--- src/rtl/osdf_defs.vh ---
// constants for the osd background and character format block
`ifndef OSDF_DEFS_VH
`define OSDF_DEFS_VH
// register byte addresses
`define OSDF_BGCOL_ADDR 8'h00
`define OSDF_DOTDIV_ADDR 8'h04
`define OSDF_FMT_ADDR 8'h08
`define OSDF_STAT_ADDR 8'h0c
// background colour field
`define OSDF_BG_RED_BIT 2
`define OSDF_BG_GREEN_BIT 1
`define OSDF_BG_BLUE_BIT 0
`define OSDF_BG_RESET 3'h1
// dot clock divider
`define OSDF_DIV_W 7
`define OSDF_DIV_RESET 7'h40
// format register fields
`define OSDF_MODE_LO 0
`define OSDF_MODE_HI 1
`define OSDF_SIZE_LO 2
`define OSDF_SIZE_HI 3
`define OSDF_SPACE_LO 4
`define OSDF_SPACE_HI 5
`define OSDF_EN_BIT 6
// display modes
`define OSDF_MODE_SUPER 2'h0
`define OSDF_MODE_NORTH 2'h1
`define OSDF_MODE_BOX 2'h2
`define OSDF_MODE_FRAME 2'h3
// cell geometry
`define OSDF_CELL_W 12
`define OSDF_CELL_H 18
`define OSDF_SPACE_STEP 4
// axi responses
`define OSDF_RESP_OKAY 2'h0
`define OSDF_RESP_SLVERR 2'h2
`endif

--- src/rtl/osdf_dot_clock.v ---
// hsync-locked osd dot clock generator
`timescale 1ns/1ns
`include "osdf_defs.vh"
module osdf_dot_clock #(
	parameter DIV_W = `OSDF_DIV_W
) (
	// clock and reset
	input wire aclk,
	input wire aresetn,
	// control
	input wire enable,
	input wire [DIV_W-1:0] divider,
	input wire hsync_rise,
	// dot tick
	output reg dot_tick_r
);
	reg [DIV_W-1:0] cnt_r;
	reg [DIV_W-1:0] cnt_nxt;
	reg tick_nxt;

	// phase restarts at hsync
	always @* begin
		cnt_nxt = cnt_r;
		tick_nxt = 1'b0;
		if (!enable || hsync_rise) begin
			cnt_nxt = {DIV_W{1'b0}};
		end else if (cnt_r >= divider) begin
			cnt_nxt = {DIV_W{1'b0}};
			tick_nxt = 1'b1;
		end else begin
			cnt_nxt = cnt_r + 1'b1;
		end
	end

	// width from divider only
	always @(posedge aclk) begin
		if (!aresetn) begin
			cnt_r <= {DIV_W{1'b0}};
			dot_tick_r <= 1'b0;
		end else begin
			cnt_r <= cnt_nxt;
			dot_tick_r <= tick_nxt;
		end
	end
endmodule // osdf_dot_clock

--- src/rtl/osdf_core.v ---
// osd background colour and character format engine with axi4-lite registers
// Behaviour
// three bits select red, green, blue background
// background resets to blue
// background visible only in frame mode
// upper five colour bits reserved
// character width set by divider only
// dot clock restarts on each hsync
// character cell twelve dots wide
// cell eighteen dots high, rows repeated
// line spacing 0, 4, 8, 12
// vertical size one to four lines
// software picks size per resolution
// frame mode fills screen with background
// mode code three selects frame shadowing
// colour change applies from next frame
`timescale 1ns/1ns
`include "osdf_defs.vh"
module osdf_core #(
	parameter DIV_W = `OSDF_DIV_W
) (
	// clock and reset
	input wire aclk,
	input wire aresetn,
	// axi4-lite write address
	input wire [7:0] s_axi_awaddr,
	input wire [2:0] s_axi_awprot,
	input wire s_axi_awvalid,
	output wire s_axi_awready,
	// axi4-lite write data
	input wire [31:0] s_axi_wdata,
	input wire [3:0] s_axi_wstrb,
	input wire s_axi_wvalid,
	output wire s_axi_wready,
	// axi4-lite write response
	output reg [1:0] s_axi_bresp,
	output reg s_axi_bvalid,
	input wire s_axi_bready,
	// axi4-lite read address
	input wire [7:0] s_axi_araddr,
	input wire [2:0] s_axi_arprot,
	input wire s_axi_arvalid,
	output wire s_axi_arready,
	// axi4-lite read data
	output reg [31:0] s_axi_rdata,
	output reg [1:0] s_axi_rresp,
	output reg s_axi_rvalid,
	input wire s_axi_rready,
	// video timing in
	input wire hsync,
	input wire vsync,
	input wire char_pixel,
	// video colour out
	output reg video_red_r,
	output reg video_green_r,
	output reg video_blue_r,
	output reg fast_blank_r,
	output reg dot_tick
);
	reg [2:0] bg_pend_r;
	reg [2:0] bg_live_r;
	reg [DIV_W-1:0] dot_clock_divider_r;
	reg [6:0] fmt_r;
	reg [3:0] dot_col_r;
	reg [4:0] dot_row_r;
	reg [1:0] size_rep_r;
	reg [3:0] gap_r;
	reg hs_d_r;
	reg vs_d_r;
	reg [7:0] aw_addr_r;
	reg aw_have_r;
	reg [31:0] w_data_r;
	reg [3:0] w_strb_r;
	reg w_have_r;
	wire hs_rise;
	wire vs_rise;
	wire tick;
	wire do_write;
	wire do_read;
	wire [1:0] mode_sel;
	wire [1:0] size_sel;
	wire [1:0] space_sel;
	wire in_gap;
	wire [14:0] stat_word;

	// one-hot style address check shared by both channels
	function is_mapped;
		input [7:0] a;
		begin
			is_mapped = (a == `OSDF_BGCOL_ADDR) || (a == `OSDF_DOTDIV_ADDR) ||
				(a == `OSDF_FMT_ADDR) || (a == `OSDF_STAT_ADDR);
		end
	endfunction

	// read-back word for one aligned register address
	function [31:0] read_word;
		input [7:0] a;
		input [2:0] bg;
		input [DIV_W-1:0] dv;
		input [6:0] fm;
		input [14:0] st;
		begin
			case (a)
				// reserved bits read zero
				`OSDF_BGCOL_ADDR: read_word = {29'h0, bg};
				`OSDF_DOTDIV_ADDR: read_word = {{(32-DIV_W){1'b0}}, dv};
				`OSDF_FMT_ADDR: read_word = {25'h0, fm};
				`OSDF_STAT_ADDR: read_word = {17'h0, st};
				default: read_word = 32'h0;
			endcase
		end
	endfunction

	// live colour, repeat count, row, column and gap flag
	assign stat_word = {bg_live_r, size_rep_r, dot_row_r, dot_col_r, in_gap};

	assign hs_rise = hsync & ~hs_d_r;
	assign vs_rise = vsync & ~vs_d_r;
	// mode select pair
	assign mode_sel = {fmt_r[`OSDF_MODE_HI], fmt_r[`OSDF_MODE_LO]};
	assign size_sel = fmt_r[`OSDF_SIZE_HI:`OSDF_SIZE_LO];
	assign space_sel = fmt_r[`OSDF_SPACE_HI:`OSDF_SPACE_LO];
	assign in_gap = (gap_r != 4'h0);

	osdf_dot_clock #(
		.DIV_W(DIV_W)
	) u_dot (
		.aclk(aclk),
		.aresetn(aresetn),
		.enable(fmt_r[`OSDF_EN_BIT]),
		.divider(dot_clock_divider_r),
		.hsync_rise(hs_rise),
		.dot_tick_r(tick)
	);

	// axi slave: address and data captured in either order
	assign s_axi_awready = !aw_have_r && !s_axi_bvalid;
	assign s_axi_wready = !w_have_r && !s_axi_bvalid;
	assign s_axi_arready = !s_axi_rvalid;
	assign do_write = aw_have_r && w_have_r && !s_axi_bvalid;
	assign do_read = s_axi_arvalid && !s_axi_rvalid;

	always @(posedge aclk) begin
		if (!aresetn) begin
			aw_have_r <= 1'b0;
			w_have_r <= 1'b0;
			aw_addr_r <= 8'h00;
			w_data_r <= 32'h0;
			w_strb_r <= 4'h0;
			s_axi_bvalid <= 1'b0;
			s_axi_bresp <= `OSDF_RESP_OKAY;
			s_axi_rvalid <= 1'b0;
			s_axi_rresp <= `OSDF_RESP_OKAY;
			s_axi_rdata <= 32'h0;
		end else begin
			if (s_axi_awvalid && s_axi_awready) begin
				aw_have_r <= 1'b1;
				aw_addr_r <= {s_axi_awaddr[7:2], 2'b00};
			end
			if (s_axi_wvalid && s_axi_wready) begin
				w_have_r <= 1'b1;
				w_data_r <= s_axi_wdata;
				w_strb_r <= s_axi_wstrb;
			end
			if (do_write) begin
				aw_have_r <= 1'b0;
				w_have_r <= 1'b0;
				s_axi_bvalid <= 1'b1;
				s_axi_bresp <= is_mapped(aw_addr_r) ? `OSDF_RESP_OKAY : `OSDF_RESP_SLVERR;
			end else if (s_axi_bvalid && s_axi_bready) begin
				s_axi_bvalid <= 1'b0;
			end
			if (do_read) begin
				s_axi_rvalid <= 1'b1;
				s_axi_rresp <= is_mapped({s_axi_araddr[7:2], 2'b00}) ?
					`OSDF_RESP_OKAY : `OSDF_RESP_SLVERR;
				s_axi_rdata <= read_word({s_axi_araddr[7:2], 2'b00}, bg_pend_r,
					dot_clock_divider_r, fmt_r, stat_word);
			end else if (s_axi_rvalid && s_axi_rready) begin
				s_axi_rvalid <= 1'b0;
			end
		end
	end

	// register file
	always @(posedge aclk) begin
		if (!aresetn) begin
			// default blue
			bg_pend_r <= `OSDF_BG_RESET;
			dot_clock_divider_r <= `OSDF_DIV_RESET;
			fmt_r <= 7'h40;
		end else if (do_write && w_strb_r[0]) begin
			case (aw_addr_r)
				// upper bits dropped
				`OSDF_BGCOL_ADDR: bg_pend_r <= w_data_r[2:0];
				`OSDF_DOTDIV_ADDR: dot_clock_divider_r <= w_data_r[DIV_W-1:0];
				`OSDF_FMT_ADDR: fmt_r <= w_data_r[6:0];
				default: fmt_r <= fmt_r;
			endcase
		end
	end

	// colour latched at frame start
	always @(posedge aclk) begin
		if (!aresetn) begin
			bg_live_r <= `OSDF_BG_RESET;
			hs_d_r <= 1'b0;
			vs_d_r <= 1'b0;
		end else begin
			hs_d_r <= hsync;
			vs_d_r <= vsync;
			if (vs_rise) begin
				bg_live_r <= bg_pend_r;
			end
		end
	end

	// twelve-dot column counter
	always @(posedge aclk) begin
		if (!aresetn) begin
			dot_col_r <= 4'h0;
		end else if (hs_rise) begin
			dot_col_r <= 4'h0;
		end else if (tick) begin
			dot_col_r <= (dot_col_r == `OSDF_CELL_W - 1) ? 4'h0 : dot_col_r + 4'h1;
		end
	end

	// row, repeat and spacing
	always @(posedge aclk) begin
		if (!aresetn) begin
			dot_row_r <= 5'h0;
			size_rep_r <= 2'h0;
			gap_r <= 4'h0;
		end else if (vs_rise) begin
			dot_row_r <= 5'h0;
			size_rep_r <= 2'h0;
			gap_r <= 4'h0;
		end else if (hs_rise) begin
			if (in_gap) begin
				gap_r <= gap_r - 4'h1;
			end else if (size_rep_r != size_sel) begin
				size_rep_r <= size_rep_r + 2'h1;
			end else begin
				size_rep_r <= 2'h0;
				if (dot_row_r == `OSDF_CELL_H - 1) begin
					dot_row_r <= 5'h0;
					// spacing code times four lines
					gap_r <= {space_sel, 2'b00};
				end else begin
					dot_row_r <= dot_row_r + 5'h1;
				end
			end
		end
	end

	// colour mixer
	always @(posedge aclk) begin
		if (!aresetn) begin
			video_red_r <= 1'b0;
			video_green_r <= 1'b0;
			video_blue_r <= 1'b0;
			fast_blank_r <= 1'b0;
		end else if (char_pixel && !in_gap) begin
			video_red_r <= 1'b1;
			video_green_r <= 1'b1;
			video_blue_r <= 1'b1;
			fast_blank_r <= 1'b1;
		end else if (mode_sel == `OSDF_MODE_FRAME && fmt_r[`OSDF_EN_BIT]) begin
			// frame fill colour
			video_red_r <= bg_live_r[`OSDF_BG_RED_BIT];
			video_green_r <= bg_live_r[`OSDF_BG_GREEN_BIT];
			video_blue_r <= bg_live_r[`OSDF_BG_BLUE_BIT];
			fast_blank_r <= 1'b1;
		end else begin
			video_red_r <= 1'b0;
			video_green_r <= 1'b0;
			video_blue_r <= 1'b0;
			fast_blank_r <= 1'b0;
		end
	end

	always @* begin
		dot_tick = tick;
	end
endmodule // osdf_core

--- config.mk ---
export PLATFORM = sky130hd
export DESIGN_NAME = osdf_core
export DESIGN_NICKNAME = d
export VERILOG_FILES = /design/src/rtl/osdf_dot_clock.v /design/src/rtl/osdf_core.v
export VERILOG_INCLUDE_DIRS = /design/src /design/src/rtl
export SDC_FILE = /design/constraint.sdc
export NUM_CORES = 1
export LEC_CHECK = 0
export CAP_MARGIN = 15
export CORE_ASPECT_RATIO = 0.8
export CORE_MARGIN = 2
export CORE_UTILIZATION = 55
export DETAILED_ROUTE_END_ITERATION = 16
export DONT_BUFFER_PORTS = 1
export PLACE_DENSITY = 0.7
export RECOVER_POWER = 50
export SLEW_MARGIN = 20
export SYNTH_ARGS = -nofsm -noshare
export SYNTH_HDL_FRONTEND = slang
export SYNTH_SLANG_ARGS = --single-unit
--- constraint.sdc ---
create_clock -name aclk -period 2.22 [get_ports aclk]
set_input_delay 0.333 -clock aclk [delete_from_list [all_inputs] [get_ports aclk]]
set_output_delay 0.333 -clock aclk [all_outputs]
set_load 0.05 [all_outputs]
# == Word level (Yosys, flattened, before mapping) ==
# Cells that the tools add are included.
# word_totals
reg_bits,103
inputBits,68
out_inout_bits,46
elab_cells,114
# op_classes
addsub,5
order_cmp,1
n_eq_ne,11
mux,22
n_bitwise,7
reduce_logical,42
# op_table
op,n
15-bit case mux with 4 select lines,1
"6-bit by 2-bit == test with 1-bit output, second input constant",4
4-bit two-way mux,4
1-bit two-way mux,13
"6-bit by 1-bit == test with 1-bit output, second input constant",2
1-bit logical AND,12
8-bit zero test,1
2-bit AND reduction,4
2-bit OR reduction,4
"7-bit by 1-bit adder with 7-bit output, second input constant",1
7-bit greater-or-equal comparator,1
1-bit logical OR,7
1-bit zero test,6
6-bit zero test,1
2-bit two-way mux,3
3-bit AND reduction,2
2-bit nonzero test,3
"5-bit by 1-bit adder with 5-bit output, second input constant",1
"5-bit == test, second input constant",1
5-bit two-way mux,1
1-bit NOT,5
"4-bit by 1-bit adder with 4-bit output, second input constant",1
"4-bit == test, second input constant",1
4-bit nonzero test,1
other kinds (7),8

# == Longest topological paths before layout ==
# logic_depth
ltp_word,5
ltp_mapped,6
depth_no_buf,6

# == Modules after synthesis ==
# A second synthesis with hierarchy kept.
# hier_totals
cells_unflattened,404
hier_area_um2,3791.1
# modules_own_cells
mod,n_inst,cells_each,area_each_um2
osdf_core,1,353,3324.4
osdf_dot_clock,1,51,466.7

# == Least setup slack after synthesis ==
# No wires, ideal clock.
# synth_timing
kind,flip-flop to flip-flop
start,register s_axi_bvalid
end,register aw_addr_r[2]
t_arrival_ps,2048
slack_ps,56
stages_incl_launch_ff,6
n_path_buf,1
period_less_slack_ps,2164
cell_sequence,dfxtp_1 > nor2_1 > and2_1 > clkbuf_1 > mux2i_1 > nor2b_1
# synth_between
elab_chain_len,3
# synth_rtl
item,line_no,text
from (decl),osdf_core.v:37,"output reg s_axi_bvalid,"
from (signal assigned),osdf_core.v:150,s_axi_bvalid <= 1'b0;
from (signal assigned),osdf_core.v:168,s_axi_bvalid <= 1'b1;
from (signal assigned),osdf_core.v:171,s_axi_bvalid <= 1'b0;
1-bit zero test,osdf_core.v:137,assign s_axi_awready = !aw_have_r && !s_axi_bvalid;
1-bit logical AND,osdf_core.v:137,
via s_axi_awready,osdf_core.v:29,"output wire s_axi_awready,"
1-bit logical AND,osdf_core.v:156,if (s_axi_awvalid && s_axi_awready) begin
to (signal assigned),osdf_core.v:158,"aw_addr_r <= {s_axi_awaddr[7:2], 2'b00};"
to (decl),osdf_core.v:70,reg [7:0] aw_addr_r;
# The timed path passes the listed nets, and every way through them passes these cells.
# A chain may end at the register's enable or synchronous reset.

# == Worst setup path after layout ==
# layout_timing
start,register s_axi_rvalid
end,output port s_axi_arready
# layout_between
elab_chain_len,1
# layout_rtl
item,line_no,text
from (decl),osdf_core.v:47,"output reg s_axi_rvalid,"
from (signal assigned),osdf_core.v:152,s_axi_rvalid <= 1'b0;
from (signal assigned),osdf_core.v:174,s_axi_rvalid <= 1'b1;
from (signal assigned),osdf_core.v:180,s_axi_rvalid <= 1'b0;
1-bit zero test,osdf_core.v:139,assign s_axi_arready = !s_axi_rvalid;
to (decl),osdf_core.v:43,"output wire s_axi_arready,"
# No other way between the ends.

==> results by stage <==
Power and ir drop:
- The leakage power of the design is 1.52 nW.
- The power per cell area is ~730 nW/µm².
- The total power after layout is between 2 and 3 mW.
- VDD sags by at most about 0.43 mV.

Setup path:
- Among all stages on the critical path, the largest delay is contributed by sky130_fd_sc_hd__clkbuf_1.
- The worst setup path is launched from a flip-flop.
- The critical setup path kind is reg2out.
- The largest delay contributor family on the critical path is buffers and inverters.
- The worst path required time is roughly 1.9 ns.
- STA classifies the critical path endpoint as a primary output.
- The critical path goes through clkbuf_1, inv_1.
- Of all nets on the critical path, the largest fanout is 5.
- The buffer and inverter count on the worst path is 2.
- The maximum cell stage delay along the critical path is 0.54 ns.
- The arrival time of the worst setup path is 1.62 ns.

Logic synthesis:
- The summed instance area of the synthesized netlist is approximately 3800 µm².
- The synthesized design contains 0 enable-type register cells.
- The synthesized netlist contains 54 unique library cells.
- The share of the Yosys chip area taken by registers is a little over two fifths.
- The share of async-settable or async-resettable flops after synthesis is 0%.
- The cell count after synthesis came out at roughly 420.
- For this run, the leading register cell type out of synthesis is sky130_fd_sc_hd__dfxtp_1.
- The synthesized design contains between 80 and 90 register bits.
- The mean instance size in the synthesized netlist is roughly 9.2 µm².
- The number of warnings printed during yosys synthesis is 0.

Clock tree:
- The number of buffers added to fix hold violations after cts is 0.
- The total CTS buffers is 9.
- The clock tree root driver cell is sky130_fd_sc_hd__clkbuf_8.
- The number of buffers on the longest clock path is 2.
- Clock latency on the worst-skew pair, taken at its later pin, is 0.34 ns.
- The number of buffers inserted by post-CTS setup repair is 0.
- The number of gates resized after cts is 0.
- The H-tree was split into 3 levels.
- TritonCTS built the clock tree.
- For this design, the sink count on the clock tree is 84.
- Clock-pin slew was measured on the worst setup and hold paths at ~0.080 ns.

Placed design:
- At the placement stage, the worst setup path has a slack of 0.543 ns.
- The count of buffers added on input and output ports is 0.
- The weighted congestion at the end of routability-driven global placement is between 0.7 and 0.8.
- The placed instance area is 3850 µm².
- Detailed placement finished with a half-perimeter wire length of roughly 5.2 mm.
- The number of placed instances, taps included, is about 500.

Die:
- The die is about 79 µm tall.
- In this run the count of I/O pins placed on the die edge is around 110.
- The floorplan die width is approximately 97 µm.
- The placement row count is 27.
- The effective utilization at floorplan is a little under three fifths.
- The die covers between 7000 and 8000 µm².
- The area of the core is just under 7000 µm².

Cells and area:
- Once layout is complete, the cells apart from fillers number approximately 500.
- The final-stage net count is roughly 500.
- With fillers left out, the area of the finished cells amounts to between 4000 and 5000 µm².
- The number of antenna diodes in the final layout is 0.
- The post-synthesis to final-layout area growth is 5.63%.
- Cells with a size suffix above 1 make up approximately 8.6% of the layout.
- The utilization of the core after routing is 59.5%.
- Counting the fill cells in the layout gives ~600.

GRT:
- The initial antenna violation count is 0.
- The largest net degree at the start of global routing is 70.
- The number of global-route vias before repair is ~2.5k.
- Global routing consumed, over all layers together, between 10% and 20% of the routing resources.
- Summed over all layers, the global routing overflow is 0.
- The global-route wire length before repair is roughly 12 mm.

Timing:
- For the final database, setup skew stands at between 0.007 and 0.008 ns.
- The count of final setup violators is 0.
- For the pin with the worst max-slew slack, the measured transition is a little over 0.7 ns.
- Final hold analysis gives a worst-case slack of slightly below 0.06 ns.
- The final number of hold-violating endpoints is 0.
- The accumulated negative setup slack is 0 ns.
- The minimum clock period after layout is 1.95 ns.
- The share of the clock period used by the worst path after layout is ~90%.
- The total count of max-transition violations in the final report was 0.
- The top achievable clock speed is 512 MHz.
- The smallest setup slack after layout is about 0.27 ns.
- Measured against its own limit, the worst slew margin works out to between 50% and 60%.
- Setup repair after global routing left no endpoint under its margin.

Detailed routing:
- For this run, the detailed router's first-pass iteration total came to 4.
- The total via count in the routed design is 2,765.
- The number of design-rule violations left by the first detailed-router iteration is 79.
- The detail route stage leaves a number of antenna-violating nets equal to 0.
- The remaining routing DRC violations is 0.
- The vias per cell is 5.44.
- The routed length per instance is approximately 14 µm.
- For this block, the routed nets add up to 7.19 mm of wire.

Worst hold path:
- The path class of the tightest hold or removal check is in2reg.

Job:
- The number of maximum-capacitance constraint violations is 0.

Run status:
- The run finished with clean final reports.
## kinds of logic after synthesis
kind of cell,share of synthesized area (%)
compound gates,14.4
xor+xnor,2.45
fa+ha+maj,3.60
buf+inv,6.84
flops,44.0
mux,6.28
other cells,0.0981
simple gates,22.4
## final timing paths
kind,start,to,slack [ns],depth (start not counted)
min,aresetn,bg_live_r[0],0.06,1
min reg2reg,w_strb_r[0],w_strb_r[0],0.47,2
max reg2reg,s_axi_rvalid,s_axi_rresp[1],0.36,6
max,s_axi_rvalid,s_axi_arready,0.27,2
## layout make-up
class / count / area (µm²) / area share (%)
Multi-Input combinational cell: 300 / 1950 / 48.2
Sequential cell: 84 / 1680 / 41.6
Clock buffer: 12 / 155 / 3.84
Tap cell: 87 / 109 / 2.70
Timing Repair Buffer: 8 / 48.8 / 1.21
Inverter: 13 / 48.8 / 1.21
Clock inverter: 4 / 47.5 / 1.18
## flip-flops by register name, summed over array words and instances (netlist names), 2 cells and up
signal               cells
aw_addr_r                6
bg_live_r                3
bg_pend_r                3
dot_clock_divider_r      7
dot_col_r                4
dot_row_r                5
fmt_r                    7
gap_r                    4
s_axi_rdata             15
size_rep_r               2
u_dot.cnt_r              7
w_data_r                 7
## cells in the mapped netlist, types with 4 or more instances
master	instances	area, µm²
sky130_fd_sc_hd__nand2b_1	4	25.0
sky130_fd_sc_hd__nor3_1	10	50.1
sky130_fd_sc_hd__clkbuf_1	15	56.3
sky130_fd_sc_hd__nand3_1	19	95.1
sky130_fd_sc_hd__buf_4	19	143
sky130_fd_sc_hd__inv_1	13	48.8
sky130_fd_sc_hd__mux2_2	4	45.0
sky130_fd_sc_hd__xor2_1	4	35.0
sky130_fd_sc_hd__mux2i_1	15	150
sky130_fd_sc_hd__a21boi_0	13	97.6
sky130_fd_sc_hd__o21ai_0	24	120
sky130_fd_sc_hd__nand2_1	46	173
sky130_fd_sc_hd__a22oi_1	14	105
sky130_fd_sc_hd__dfxtp_1	84	1680
sky130_fd_sc_hd__and2_1	4	25.0
sky130_fd_sc_hd__a22o_1	4	35.0
sky130_fd_sc_hd__a21oi_1	15	75.1
sky130_fd_sc_hd__ha_1	11	138
sky130_fd_sc_hd__nand4_1	5	31.3
sky130_fd_sc_hd__nor2_1	20	75.1
sky130_fd_sc_hd__nor2b_1	27	169
## where the power goes
part           total, mW  switching (mW)  internal [mW]  leakage (nW)
registers           1.59          0.0503           1.54         0.682
clock network       1.09           0.517          0.578         0.102
logic              0.260           0.185         0.0741         0.733
total               2.95           0.752           2.20          1.52
## cell usage in the layout (no fill, tap or decap), drive strengths merged, types with 3 or more instances in the layout
master | Yosys | layout
dfxtp | 84 | 84
nand2 | 46 | 46
nor2b | 27 | 27
o21ai | 25 | 25
nor2 | 21 | 21
nand3 | 20 | 20
conb | 1 | 19
mux2i | 15 | 15
a21oi | 15 | 15
clkbuf | 15 | 15
a22oi | 14 | 14
inv | 13 | 13
a21boi | 13 | 13
ha | 11 | 11
nor3 | 11 | 11
nand4 | 5 | 5
buf | 22 | 5
nand2b | 5 | 5
xnor2 | 5 | 5
xor2 | 4 | 4
mux2 | 4 | 4
a22o | 4 | 4
and2 | 4 | 4
or3 | 3 | 3
## routing by layer
metal,part of all wire (%),GRT usage [%]
met1,50,25.8
met2,44,29.8
met3,5.8,5.97
met4,0.97,5.49
met5,0,0
(Power assumes the default switching activity.)
